**src/ebw_wait_counter.sv**
```systemverilog
`timescale 1ns/1ps
`default_nettype none

package ebw_pkg;
   // ----------------------------------------------------------------
   // Timing
   // ----------------------------------------------------------------
   localparam int unsigned CLK_PERIOD_NS        = 10;          // Core clock period
   localparam int unsigned HALF_CLOCK_PERIOD_NS = 25;          // Bus half clock period
   // Least time, so round up to whole core cycles
   localparam int unsigned HALF_CYC_DEF =
      (HALF_CLOCK_PERIOD_NS + CLK_PERIOD_NS - 1) / CLK_PERIOD_NS;

   // ----------------------------------------------------------------
   // Register offsets (byte addresses)
   // ----------------------------------------------------------------
   localparam logic [7:0] OFS_SYSCFG = 8'h00;  // System configuration
   localparam logic [7:0] OFS_ADDR   = 8'h04;  // Access address
   localparam logic [7:0] OFS_WDATA  = 8'h08;  // Write data
   localparam logic [7:0] OFS_CTRL   = 8'h0c;  // Start command
   localparam logic [7:0] OFS_STATUS = 8'h10;  // Busy flag
   localparam logic [7:0] OFS_RDATA  = 8'h14;  // Last read data

   // ----------------------------------------------------------------
   // Field positions and reset values
   // ----------------------------------------------------------------
   localparam int unsigned CWF_LSB     = 0;    // Cycle wait field, 4 bits
   localparam int unsigned TWB_BIT     = 4;    // Tristate wait bit
   localparam int unsigned MODE_LSB    = 6;    // Captured bus mode, 2 bits
   localparam int unsigned UBE_OFF_BIT = 8;    // Upper byte enable disabled
   localparam int unsigned CTRL_GO     = 0;    // Start a bus cycle
   localparam int unsigned CTRL_WR     = 1;    // 1 write, 0 read
   localparam int unsigned CTRL_BYTE   = 2;    // 1 byte, 0 word
   localparam logic [3:0]  CWF_RST     = 4'h0; // Slowest timing after reset
   localparam logic        TWB_RST     = 1'b0; // Float wait on after reset
   localparam logic [3:0]  CWF_INV     = 4'hf; // Field holds this minus waits

   // ----------------------------------------------------------------
   // Bus cycle lengths in half clock periods
   // ----------------------------------------------------------------
   localparam logic [5:0] MUX_ADDR_H = 6'd2;
   localparam logic [5:0] MUX_STRB_H = 6'd4;
   localparam logic [5:0] NMX_ADDR_H = 6'd1;
   localparam logic [5:0] NMX_STRB_H = 6'd3;
   localparam logic [5:0] FLOAT_H    = 6'd2;   // One wait state

   // ----------------------------------------------------------------
   // Bus modes captured from the configuration pins
   // ----------------------------------------------------------------
   localparam logic [1:0] MODE_NMX16 = 2'b00;
   localparam logic [1:0] MODE_MUX8  = 2'b01;
   localparam logic [1:0] MODE_MUX16 = 2'b10;
   localparam logic [1:0] MODE_NMX_B = 2'b11;

   // Multiplexed modes share one bus
   function automatic logic is_mux(input logic [1:0] m);
      is_mux = (m == MODE_MUX8) || (m == MODE_MUX16);
   endfunction

   // Cycle waits decoded from the inverted field
   function automatic logic [4:0] cycle_waits(input logic [3:0] cwf);
      cycle_waits = {1'b0, CWF_INV - cwf};
   endfunction
endpackage

// --------------------------------------------------------------------
// Half period timer: counts load_h half periods of HALF_CYC cycles
// --------------------------------------------------------------------
module ebw_wait_counter
#(
   parameter int unsigned HALF_CYC = ebw_pkg::HALF_CYC_DEF
)
(
   input  wire logic       i_clk,
   input  wire logic       i_rst_n,
   input  wire logic       i_load,
   input  wire logic [5:0] i_load_h,
   output logic            o_done
);
   import ebw_pkg::*;

   logic [5:0] half_left;   // Half periods still to run
   logic [7:0] sub_left;    // Core cycles left in this half period
   logic       active;      // Timer running

   // Done in the last core cycle of the last half period
   assign o_done = active && (half_left == 6'd0) && (sub_left == 8'd0);

   // Divider and half period count
   always_ff @(posedge i_clk)
   begin
      if (!i_rst_n)
      begin
         half_left <= 6'd0;
         sub_left  <= 8'd0;
         active    <= 1'b0;
      end
      else if (i_load)
      begin
         half_left <= i_load_h - 6'd1;
         sub_left  <= 8'(HALF_CYC - 1);
         active    <= 1'b1;
      end
      else if (o_done)
         active <= 1'b0;
      else if (active)
      begin
         // Enable pulse each HALF_CYC cycles steps the half count
         if (sub_left == 8'd0)
         begin
            sub_left  <= 8'(HALF_CYC - 1);
            half_left <= half_left - 6'd1;
         end
         else
            sub_left <= sub_left - 8'd1;
      end
   end
endmodule // ebw_wait_counter

`default_nettype wire

```
**src/ebw_bus_ctrl.sv**
```systemverilog
// Operation
// - Bus mode taken from config pins during reset
// - Only 64K space, no segment address outputs
// - Multiplexed 8-bit: address first, then data
// - Byte lanes: A0 low, upper enable high
// - Non-multiplexed: separate address and data buses
// - Read waits: max count plus float count
// - Float wait is zero or one
// - Write waits: max count, no float term
// - Waits programmable in single steps
// - Field holds 15 minus waits, inverted float
// - Wait fields live in config register
// - Multiplexed cycle six halves plus two each
// - Non-multiplexed cycle four halves plus two each
`timescale 1ns/1ps
`default_nettype none

module ebw_bus_ctrl
#(
   parameter int unsigned HALF_CYC = ebw_pkg::HALF_CYC_DEF  // Core cycles per half period
)
(
   input  wire logic        I_CORE_CLK,
   input  wire logic        I_RESETN,
   input  wire logic        I_PSEL,
   input  wire logic        I_PENABLE,
   input  wire logic        I_PWRITE,
   input  wire logic [7:0]  I_PADDR,
   input  wire logic [31:0] I_PWDATA,
   output logic      [31:0] O_PRDATA,
   output logic             O_PREADY,
   output logic             O_PSLVERR,
   input  wire logic        I_BUS_CONFIG_PIN_HI,
   input  wire logic        I_BUS_CONFIG_PIN_LO,
   input  wire logic [15:0] I_AD,
   output logic      [15:0] O_AD,
   output logic             O_AD_OE_N,
   output logic      [15:0] O_ADDR,
   output logic             O_ALE,
   output logic             O_RD_N,
   output logic             O_WR_N,
   output logic             O_UPPER_BYTE_ENABLE_N
);
   import ebw_pkg::*;

   // -----------------------------------------------------------------
   // Declarations
   // -----------------------------------------------------------------
   typedef enum logic [3:0]
   {
      S_IDLE  = 4'b0001,
      S_ADDR  = 4'b0010,
      S_STRB  = 4'b0100,
      S_FLOAT = 4'b1000
   } ebw_state_e;

   ebw_state_e  st;              // Bus cycle state
   logic [1:0]  cfg_s1;          // Pin synchroniser, first stage
   logic [1:0]  cfg_s2;          // Pin synchroniser, second stage
   logic [1:0]  mode;            // Captured bus mode
   logic [15:0] ad_s1;           // Data pin synchroniser
   logic [15:0] ad_s2;
   logic [3:0]  cwf;             // Cycle wait field
   logic        twb;             // Tristate wait bit
   logic        ube_off;         // Upper byte enable disabled
   logic [15:0] addr_reg;        // Software address, 64K only
   logic [15:0] wdata_reg;       // Software write data
   logic [15:0] rdata_reg;       // Last read result
   logic [15:0] req_addr;        // Latched cycle address
   logic [15:0] req_wdata;       // Latched lane data
   logic        req_wr;          // Cycle is a write
   logic        req_byte;        // Cycle is a byte access
   logic        req_float;       // Float wait requested
   logic [4:0]  req_cw;          // Cycle waits for this cycle
   logic        mux;             // Shared bus in use
   logic        wide;            // 16-bit data bus
   logic        apb_wr;          // Write takes effect
   logic        apb_setup_rd;    // Read data prepared
   logic        start;           // New bus cycle
   logic        t_load;          // Timer load
   logic [5:0]  t_load_h;        // Timer length
   logic        t_done;          // Timer expired
   logic [15:0] next_rdata;      // Lane-selected read value

   assign mux  = is_mux(mode);
   assign wide = (mode != MODE_MUX8);

   // APB takes a write only in the access phase; PREADY is high from the second cycle after reset
   assign apb_wr       = I_PSEL && I_PENABLE && I_PWRITE;
   assign apb_setup_rd = I_PSEL && !I_PENABLE && !I_PWRITE;
   assign start        = apb_wr && (I_PADDR == OFS_CTRL) && I_PWDATA[CTRL_GO] && (st == S_IDLE);

   // -----------------------------------------------------------------
   // Configuration pins
   // -----------------------------------------------------------------
   // Two-stage synchroniser, no reset so the pins show during reset
   always_ff @(posedge I_CORE_CLK)
   begin
      cfg_s1 <= {I_BUS_CONFIG_PIN_HI, I_BUS_CONFIG_PIN_LO};
      cfg_s2 <= cfg_s1;
      ad_s1  <= I_AD;
      ad_s2  <= ad_s1;
   end

   // Mode follows the pins while reset is held, frozen after release
   always_ff @(posedge I_CORE_CLK)
   begin
      if (!I_RESETN)
         mode <= cfg_s2;
   end

   // -----------------------------------------------------------------
   // Register file
   // -----------------------------------------------------------------
   // Configuration register, wait fields reset to slowest timing
   always_ff @(posedge I_CORE_CLK)
   begin
      if (!I_RESETN)
      begin
         cwf     <= CWF_RST;
         twb     <= TWB_RST;
         ube_off <= 1'b0;
      end
      else if (apb_wr && (I_PADDR == OFS_SYSCFG))
      begin
         cwf     <= I_PWDATA[CWF_LSB +: 4];
         twb     <= I_PWDATA[TWB_BIT];
         ube_off <= I_PWDATA[UBE_OFF_BIT];
      end
   end

   // Address and write data; 16 bits only, no segment bits
   always_ff @(posedge I_CORE_CLK)
   begin
      if (!I_RESETN)
      begin
         addr_reg  <= 16'h0000;
         wdata_reg <= 16'h0000;
      end
      else if (apb_wr)
      begin
         if (I_PADDR == OFS_ADDR)
            addr_reg <= I_PWDATA[15:0];
         if (I_PADDR == OFS_WDATA)
            wdata_reg <= I_PWDATA[15:0];
      end
   end

   // Read data and error prepared in setup, stable through access
   always_ff @(posedge I_CORE_CLK)
   begin
      if (!I_RESETN)
      begin
         O_PRDATA  <= 32'h0000_0000;
         O_PREADY  <= 1'b0;
         O_PSLVERR <= 1'b0;
      end
      else
      begin
         O_PREADY <= 1'b1;
         if (I_PSEL && !I_PENABLE)
         begin
            // Unmapped offsets answer with an error
            O_PSLVERR <= !(I_PADDR == OFS_SYSCFG || I_PADDR == OFS_ADDR ||
                           I_PADDR == OFS_WDATA  || I_PADDR == OFS_CTRL ||
                           I_PADDR == OFS_STATUS || I_PADDR == OFS_RDATA);
         end
         if (apb_setup_rd)
         begin
            case (I_PADDR)
               OFS_SYSCFG : O_PRDATA <= {23'h0, ube_off, mode, 1'b0, twb, cwf};
               OFS_ADDR   : O_PRDATA <= {16'h0, addr_reg};
               OFS_WDATA  : O_PRDATA <= {16'h0, wdata_reg};
               OFS_STATUS : O_PRDATA <= {31'h0, (st != S_IDLE)};
               OFS_RDATA  : O_PRDATA <= {16'h0, rdata_reg};
               default    : O_PRDATA <= 32'h0000_0000;
            endcase
         end
      end
   end

   // -----------------------------------------------------------------
   // Bus cycle timing
   // -----------------------------------------------------------------
   // Timer reloads on start, at the end of the address phase and at the end of the strobe of a read with float wait
   always_comb
   begin
      t_load   = 1'b0;
      t_load_h = 6'd1;
      case (st)
         S_IDLE :
         begin
            t_load   = start;
            t_load_h = mux ? MUX_ADDR_H : NMX_ADDR_H;
         end
         S_ADDR :
         begin
            // Each wait state adds two half periods
            t_load   = t_done;
            t_load_h = (mux ? MUX_STRB_H : NMX_STRB_H) + {req_cw, 1'b0};
         end
         S_STRB :
         begin
            t_load   = t_done && !req_wr && req_float;
            t_load_h = FLOAT_H;
         end
         default :
         begin
            t_load   = 1'b0;
            t_load_h = 6'd1;
         end
      endcase
   end

   ebw_wait_counter #(.HALF_CYC(HALF_CYC)) u_timer
   (
      .i_clk    (I_CORE_CLK),
      .i_rst_n  (I_RESETN),
      .i_load   (t_load),
      .i_load_h (t_load_h),
      .o_done   (t_done)
   );

   // Byte from the lane A0 names; word as is
   assign next_rdata = !req_byte ? ad_s2 :
                       (req_addr[0] && wide) ? {8'h00, ad_s2[15:8]} : {8'h00, ad_s2[7:0]};

   // -----------------------------------------------------------------
   // Bus cycle state machine and pins
   // -----------------------------------------------------------------
   // Pins change together with the state so every output is a flop
   always_ff @(posedge I_CORE_CLK)
   begin
      if (!I_RESETN)
      begin
         st        <= S_IDLE;
         O_ALE     <= 1'b0;
         O_RD_N    <= 1'b1;
         O_WR_N    <= 1'b1;
         O_AD      <= 16'h0000;
         O_AD_OE_N <= 1'b1;
         O_ADDR    <= 16'h0000;
         O_UPPER_BYTE_ENABLE_N <= 1'b1;
         req_addr  <= 16'h0000;
         req_wdata <= 16'h0000;
         req_wr    <= 1'b0;
         req_byte  <= 1'b0;
         req_float <= 1'b0;
         req_cw    <= 5'd0;
         rdata_reg <= 16'h0000;
      end
      else
      begin
         case (st)
            S_IDLE :
            begin
               if (start)
               begin
                  st        <= S_ADDR;
                  req_wr    <= I_PWDATA[CTRL_WR];
                  // Narrow bus carries bytes only
                  req_byte  <= I_PWDATA[CTRL_BYTE] || !wide;
                  // Words are aligned, A0 low
                  req_addr  <= {addr_reg[15:1], addr_reg[0] && (I_PWDATA[CTRL_BYTE] || !wide)};
                  // Byte data copied to both lanes
                  req_wdata <= (I_PWDATA[CTRL_BYTE] || !wide) ?
                               {wdata_reg[7:0], wdata_reg[7:0]} : wdata_reg;
                  req_cw    <= cycle_waits(cwf);
                  req_float <= !twb;
                  O_ALE     <= 1'b1;
                  // Upper lane active for words or odd bytes on a wide bus with the enable not disabled
                  O_UPPER_BYTE_ENABLE_N <= !(wide && !ube_off &&
                     (!(I_PWDATA[CTRL_BYTE]) || addr_reg[0]));
                  if (mux)
                  begin
                     // Address first on the shared bus for the latch
                     O_AD      <= {addr_reg[15:1], addr_reg[0] && (I_PWDATA[CTRL_BYTE] || !wide)};
                     O_AD_OE_N <= 1'b0;
                  end
                  else
                     O_ADDR <= {addr_reg[15:1], addr_reg[0] && (I_PWDATA[CTRL_BYTE] || !wide)};
               end
            end
            S_ADDR :
            begin
               if (t_done)
               begin
                  st    <= S_STRB;
                  O_ALE <= 1'b0;
                  if (req_wr)
                  begin
                     O_WR_N    <= 1'b0;
                     O_AD      <= req_wdata;
                     O_AD_OE_N <= 1'b0;
                  end
                  else
                  begin
                     // Release the bus so memory can drive it
                     O_RD_N    <= 1'b0;
                     O_AD_OE_N <= 1'b1;
                  end
               end
            end
            S_STRB :
            begin
               if (t_done)
               begin
                  O_RD_N    <= 1'b1;
                  O_WR_N    <= 1'b1;
                  O_AD_OE_N <= 1'b1;
                  if (!req_wr)
                     rdata_reg <= next_rdata;
                  // Float wait only on reads
                  st <= (!req_wr && req_float) ? S_FLOAT : S_IDLE;
               end
            end
            S_FLOAT :
            begin
               // Bus stays released until the float wait ends
               if (t_done)
                  st <= S_IDLE;
            end
            default :
               st <= S_IDLE;
         endcase
      end
   end

   // -----------------------------------------------------------------
   // Assertions
   // -----------------------------------------------------------------
   logic [15:0] cyc_cnt;    // Cycles spent in the current bus cycle
   logic [15:0] exp_cyc;    // Expected length from the raw fields
   logic [7:0]  flt_cnt;    // Cycles in the float phase
   logic        was_busy;   // Previous cycle was busy

   // Helper counters only the checks read
   always_ff @(posedge I_CORE_CLK)
   begin
      if (!I_RESETN)
      begin
         cyc_cnt  <= 16'h0000;
         exp_cyc  <= 16'h0000;
         flt_cnt  <= 8'h00;
         was_busy <= 1'b0;
      end
      else
      begin
         was_busy <= (st != S_IDLE);
         cyc_cnt  <= (st == S_IDLE) ? 16'h0000 : cyc_cnt + 16'h0001;
         flt_cnt  <= (st == S_FLOAT) ? flt_cnt + 8'h01 : 8'h00;
         if (start)
            exp_cyc <= 16'(((mux ? 6 : 4) + 2 * ((15 - int'(cwf)) +
                       ((!I_PWDATA[CTRL_WR] && !twb) ? 1 : 0))) * HALF_CYC);
      end
   end
endmodule // ebw_bus_ctrl

`default_nettype wire

```
**config.mk**
```make
export PLATFORM = sky130hd
export DESIGN_NAME = ebw_bus_ctrl
export DESIGN_NICKNAME = d
export VERILOG_FILES = /design/src/ebw_wait_counter.sv /design/src/ebw_bus_ctrl.sv
export SDC_FILE = /design/constraint.sdc
export NUM_CORES = 1
export LEC_CHECK = 0
export ABC_AREA = 1
export BUFFER_PORTS_ARGS = -buffer_cell sky130_fd_sc_hd__buf_2
export CAP_MARGIN = 5
export CORE_ASPECT_RATIO = 1.25
export CORE_MARGIN = 2
export CORE_UTILIZATION = 35
export DETAILED_ROUTE_END_ITERATION = 6
export HOLD_SLACK_MARGIN = 0.08
export PLACE_DENSITY = 0.64
export SETUP_SLACK_MARGIN = 0.05
export SLEW_MARGIN = 30
export SYNTH_ARGS = -nofsm -noshare
export SYNTH_HDL_FRONTEND = slang
export SYNTH_SLANG_ARGS = --single-unit
```
**constraint.sdc**
```tcl
create_clock -name I_CORE_CLK -period 5.37 [get_ports I_CORE_CLK]
set_input_delay 0.8055 -clock I_CORE_CLK [delete_from_list [all_inputs] [get_ports I_CORE_CLK]]
set_output_delay 0.8055 -clock I_CORE_CLK [all_outputs]
set_load 0.01 [all_outputs]
```
# --- Word level (Yosys, flattened, before mapping) ---
# Index checks and enable logic that the tools add are counted.
classes:
  addsub: 5
  mul: 0
  div: 0
  order_cmp: 0
  n_eq_ne: 21
  shifts: 0
  mux: 44
  bitwise: 4
  reduce_logical: 58
op_table:
  columns: ["op", "count"]
  rows:
  - ["16-bit 2-to-1 mux", 6]
  - ["16-bit case mux with 5 select lines", 1]
  - ["16-bit case mux with 2 select lines", 1]
  - ["6-bit 2-to-1 mux", 4]
  - ["4-bit 2-to-1 mux", 5]
  - ["6-bit case mux with 3 select lines", 1]
  - ["1-bit logical AND", 17]
  - ["8-bit by 4-bit == test with 1-bit output, second input constant", 2]
  - ["8-bit by 5-bit == test with 1-bit output, second input constant", 2]
  - ["8-bit zero test", 2]
  - ["8-bit 2-to-1 mux", 2]
  - ["2-bit inequality test, second input constant", 8]
  - ["4-bit case mux with 4 select lines", 1]
  - ["1-bit 2-to-1 mux", 13]
  - ["3-bit AND reduction", 4]
  - ["4-bit AND reduction", 3]
  - ["6-bit by 1-bit subtractor with 6-bit output, second input constant", 2]
  - ["2-bit AND reduction", 5]
  - ["5-bit AND reduction", 2]
  - ["2-bit nonzero test", 5]
  - ["1-bit zero test", 9]
  - ["8-bit by 3-bit == test with 1-bit output, second input constant", 1]
  - ["1-bit logical OR", 8]
  - ["2-bit 2-to-1 mux", 4]
  - ["18 further kinds", 24]
totals:
  reg_bits: 206
  latchBits: 0
  ram_bits: 0
  romBits: 0
  input_bits: 63
  output_inout_bits: 71
  wordCells: 164
  mem_count: 0

# --- Depth between registers and ports, before layout ---
depth:
  ltp_word: 8
  depth_mapped: 17
  mapped_depth_nobuf: 17

# --- Cells and area by module ---
# From an unflattened synthesis, not the netlist that was laid out.
hier_totals:
  hier_cells: 1088
  hier_area_um2: 8069.0
by_module_without_submodules:
  columns: ["module", "instances", "cells_per_inst", "area_each_um2", "seq_area_each_um2"]
  rows:
  - ["ebw_bus_ctrl", 1, 918, 7018.0, 3523.4]
  - ["ebw_wait_counter", 1, 170, 1051.0, 300.3]

# --- Worst setup path after synthesis ---
# OpenSTA, ideal clock, no wires.
synth_timing:
  path_kind: "input -> register"
  start: "input port I_PADDR[1]"
  end: "register u_timer.half_left[4]"
  setup_ns: 0.132
  t_arrival_ns: 2.237
  required_time_ns: 5.238
  setup_slack_ns: 3.001
  cell_stages: 13
  path_buffers: 0
  cell_sequence: "nor2_1 -> nand2_1 -> nor2_4 -> nand3_4 -> nand3_4 -> nand3_2 -> o21ai_2 -> ha_1 -> nand3_1 -> o21ai_0 -> nand2_1 -> nand2_1 -> a21oi_1"
synth_between:
  elab_chain_len: 7
  word_cells_on_any_way: 10
  cone_classes: "2 x eq/ne; 2 x mux; 6 x reduce/logical"
synth_rtl:
  columns: ["element", "line_no", "text"]
  rows:
  - ["start, declared", "ebw_bus_ctrl.sv:28", "input wire logic [7:0] I_PADDR,"]
  - ["8-bit by 4-bit == test with 1-bit output *", "ebw_bus_ctrl.sv:91", "assign start = apb_wr && (I_PADDR == OFS_CTRL) && I_PWDATA[CTRL_GO] && (st == S_IDLE);"]
  - ["1-bit logical AND * (3 in series)", "ebw_bus_ctrl.sv:91", null]
  - ["1-bit case mux with 3 select lines *", "ebw_bus_ctrl.sv:190", "case (st)"]
  - ["2-bit inequality test (no line) or 2-bit nonzero test (tied branches)", null, null]
  - ["3-bit AND reduction (no line)", null, null]
  - ["end signal, assigned", "ebw_wait_counter.sv:100", "half_left <= i_load_h - 6'd1;"]
  - ["end signal, assigned", "ebw_wait_counter.sv:112", "half_left <= half_left - 6'd1;"]
  - ["end, declared", "ebw_wait_counter.sv:82", "logic [5:0] half_left;"]
# Every way passes the cells marked *; elsewhere a longest branch is shown, timed or not.
# A chain may end at the register's enable or synchronous reset.

# --- Worst setup path in the final report ---
layout_timing:
  start: "input port I_PSEL"
  end: "register u_timer.half_left[4]"
layout_between:
  elab_chain_len: 8
  word_cells_on_any_way: 11
  cone_classes: "1 x eq/ne; 2 x mux; 8 x reduce/logical"
layout_rtl:
  columns: ["element", "line_no", "text"]
  rows:
  - ["start, declared", "ebw_bus_ctrl.sv:25", "input wire logic I_PSEL,"]
  - ["1-bit logical AND * (2 in series)", "ebw_bus_ctrl.sv:89", "assign apb_wr = I_PSEL && I_PENABLE && I_PWRITE;"]
  - ["1-bit logical AND * (3 in series)", "ebw_bus_ctrl.sv:91", null]
  - ["1-bit case mux with 3 select lines *", "ebw_bus_ctrl.sv:190", null]
  - ["2-bit inequality test (no line) or 2-bit nonzero test (tied branches)", null, null]
  - ["3-bit AND reduction (no line)", null, null]
# Marked as above.

==> impl_results.md <==
* Origin of the worst setup path: I_PSEL
* RSZ-0062 raised after global routing: no
* Register area share after synthesis at 50.8%
* DRC violations left at 0
* # nets final at 1,085
* Via count of the first global-routing pass at 5,847
* Routed via count at 6,301
* Part of the total power dissipated in combinational logic at 3.9%
* Transition time at the pin with the least slew margin at 0.835 ns
* HPWL after detailed placement at 14,100 µm
* Leakage power of the design at 3.51 nW
* Final global-route overflow total at 0
* Buffer count from post-CTS setup fixing at 0
* Hold Vio Cnt, Final at 0
* Setup tns final at 0 ns
* Maximum root-to-sink buffer count at 2
* Worst Setup Start Kind: input pin
* Switching portion of total power at 24.7%
* Clock share of power at 44.2%
* Number of setup violations in the final report at 0
* Clock skew after layout at 0.0115 ns
* WL/cell at 14.9 µm
* Clock H-tree levels at 4
* Reg-to-reg critical path startpoint: st[2]
* Fraction of post-synthesis cell area in the top cell type by area at 50.0%
* Overall Global Routing Usage at 17.4%
* Maximum achievable frequency at 0.371 GHz
* Final worst path period share at 50.2%
* Routed Antenna Nets at 0
* Synthesis-to-layout area growth at 16.0%
* Worst skew pair latency at 0.43 ns
* Internal Dissipation at 2.08 mW
* Share of total power in sequential cells at 52.0%
* Instance count after placement with tap cells included at 1,270
* Total core area at 21,000 µm²
* Worst IR Drop VDD at 225 µV
* Net switching component of the power at 684 µW
* Total die area at 22,700 µm²
* Data arrival time at the worst-slack endpoint at 2.98 ns
* Critical Path Sink Type: flip-flop
* Post-synth EDFFs at 2
* Utilization after layout at 41.6%
* Fraction of layout instances using a drive strength above 1 at 17.0%
* Number of register bits inferred by synthesis at 190
* TritonCTS clock tree: done
* Clock tree root buffer cell: sky130_fd_sc_hd__clkbuf_16
* # port buffers at 101
* Startpoint of the tightest hold check path: ad_s1[15]
* Post-layout minimum cycle time at 2.69 ns
* Synthesized area per cell at 8.05 µm²
* Top cell type by total area after synthesis: sky130_fd_sc_hd__dfxtp_1
* Count of filler cells inserted in the layout at 2,156
* Power Dens Cells at 317 nW/µm²
* Violation count after the first detailed-route iteration at 447
* Horizontal extent of the die at 135 µm
* Share of async-settable or async-resettable flops after synthesis at 0%
* Number of diodes at 0
* Post-synthesis cell count at 934
* Sink count of the clock tree at 190
* Total count of max-transition violations in the final report at 0
* Critical path fanouts, max at 35
* Total CTS buffers at 17
* Classification of the worst setup path: input pin to flip-flop
* # rows at 59
* Biggest area contributors in the synthesized netlist: sky130_fd_sc_hd__dfxtp_1 50%, sky130_fd_sc_hd__nand2_1 7.6%, sky130_fd_sc_hd__a21oi_1 6.8%
* DRT Wirelength at 19,400 µm
* Worst-path clk slew at 0.07 ns
* Gpl congestion at 0.863
* Status: finished clean
* Number of ports placed on the die boundary at 134
* Non-filler instance count after layout at 1,302
* Hold/Removal Path Class: flip-flop to flip-flop
* Post-CTS Hold Fix Bufs at 0
* Die Span Y at 168 µm
* Count of unique library cells instantiated by Yosys at 44
* Data required time of the critical path at 5.66 ns
* First-pass iteration count of the detailed router at 5
* Count of max-cap constraint violations at 0
* Post-synth top flop: sky130_fd_sc_hd__dfxtp_1
* Cell area after synthesis at 7520 µm²
* # resized after CTS at 0
* Pin count of the biggest net entering global routing at 97
* First-pass GRT wire length at 30,900 µm
* Average vias per placed instance at 4.84
* Max-slew headroom at 44.3%
* Starting density of the core at 35.9%
* Yosys synthesis warning count at 0
* Number of antenna violations at the first check in global routing at 1
## layout by cell type, fill, tap and decap left out, drive strengths merged, types with 2 or more instances in the layout
cell type and instances:
o21ai 101, nand4 7, nand2 163, o22ai 4
ha 6, a21oi 103, edfxtp 2, dfxtp 188
conb 16, o211ai 7, a31oi 10, inv 96
a211oi 6, nor3 9, o221ai 2, clkbuf 18
xor2 5, nand3 29, nor2 116, a221oi 4
o2111ai 2, a311oi 16, buf 104, clkinv 6
## final cells by class
type                       instances  area, µm²  share of cell area (%)
sequential                       190       3820                    43.8
multi-input combinational        613       3120                    35.8
timing repair buffer             104        528                    6.05
clock buffer                      18        429                    4.92
tap                              274        343                    3.93
inverter                          89        334                    3.83
clock inverter                    14        141                    1.62
## final timing paths
| kind | end | slack (ns) | depth (start not counted) |
|---|---|---|---|
| setup / recovery | u_timer.half_left[4] | 2.68 | 13 |
| hold / removal | ad_s2[15] | 0.33 | 0 |
| setup reg to reg | u_timer.half_left[4] | 2.84 | 13 |
| hold reg to reg | ad_s2[15] | 0.33 | 0 |
## per-layer routing
layer | wire (µm) | GRT usage, % | vias up
li1 | - | - | 3252
met1 | 8380 | 20.8 | 2842
met2 | 9480 | 29.4 | 160
met3 | 811 | 4.00 | 45
met4 | 765 | 8.56 | 2
met5 | 11 | 0 | -
## cell families after synthesis
| group | after synthesis | synth area share, % |
|---|---|---|
| adder cells (fa/ha/maj) | 7 | 1.26 |
| XOR/XNOR | 5 | 0.582 |
| AND/OR/NAND/NOR | 327 | 19.5 |
| flip-flops | 190 | 50.8 |
| AO/OA/AOI/OAI | 258 | 19.4 |
| buffers and inverters | 146 | 8.40 |
| other | 1 | 0.0499 |
## per-stage QoR
| step | hold slack, ns | area (µm²) | power (mW) | setup WS, ns |
|---|---|---|---|---|
| after detailed placement | 0.312 | 8150 | 1.58 | 2.21 |
| final | 0.328 | 8720 | 2.77 | 2.68 |
| after global placement | 0.312 | 8150 | 1.58 | 2.25 |
| after floorplan | 0.310 | 7580 | 1.54 | 3.00 |
| after global routing | 0.333 | 8720 | 2.87 | 2.43 |
| after CTS | 0.329 | 8720 | 2.79 | 2.66 |
## worst max-delay path: stages
cell and delay [ns]:
sky130_fd_sc_hd__buf_2 0.09, sky130_fd_sc_hd__nand3_1 0.20, sky130_fd_sc_hd__nor2_1 0.27, sky130_fd_sc_hd__nand3_4 0.40, sky130_fd_sc_hd__nand3_4 0.33, sky130_fd_sc_hd__nand3_2 0.10, sky130_fd_sc_hd__o21ai_2 0.11, sky130_fd_sc_hd__ha_1 0.23
sky130_fd_sc_hd__nand3_1 0.10, sky130_fd_sc_hd__o21ai_0 0.16, sky130_fd_sc_hd__nand2_1 0.06, sky130_fd_sc_hd__nand2_1 0.06, sky130_fd_sc_hd__a21oi_1 0.05
## cells in the mapped netlist (2+ instances only)
master                      number
sky130_fd_sc_hd__nand2_1       153
sky130_fd_sc_hd__nand3_1        22
sky130_fd_sc_hd__nand2_2        10
sky130_fd_sc_hd__ha_1            6
sky130_fd_sc_hd__a311oi_1       16
sky130_fd_sc_hd__xor2_1          5
sky130_fd_sc_hd__nor2_4          5
sky130_fd_sc_hd__buf_2           6
sky130_fd_sc_hd__o22ai_1         4
sky130_fd_sc_hd__o221ai_1        2
sky130_fd_sc_hd__o21ai_0       100
sky130_fd_sc_hd__buf_4          20
sky130_fd_sc_hd__nand3_4         4
sky130_fd_sc_hd__nor2_2          6
sky130_fd_sc_hd__a221oi_1        4
sky130_fd_sc_hd__inv_1          78
sky130_fd_sc_hd__clkinv_1        3
sky130_fd_sc_hd__o211ai_1        7
sky130_fd_sc_hd__a211oi_1        6
sky130_fd_sc_hd__nand4_1         7
sky130_fd_sc_hd__inv_2           8
sky130_fd_sc_hd__edfxtp_1        2
sky130_fd_sc_hd__a21oi_1       102
sky130_fd_sc_hd__o2111ai_1       2
sky130_fd_sc_hd__nor3_1          8
sky130_fd_sc_hd__nand3_2         3
sky130_fd_sc_hd__nor2_1        104
sky130_fd_sc_hd__a31oi_1        10
sky130_fd_sc_hd__dfxtp_1       188
sky130_fd_sc_hd__clkbuf_1       29
## power by group through the flow
stage / logic, mW / clock network, mW / registers (mW)
6_report: 0.108 / 1.22 / 1.44
5_1_grt: 0.122 / 1.31 / 1.44
4_1_cts: 0.108 / 1.24 / 1.44
3_5_place_dp: 0.107 / 0 / 1.47
3_3_place_gp: 0.107 / 0 / 1.47
2_1_floorplan: 0.0738 / 0 / 1.47
Note: power is estimated with default switching activity, not from simulation.
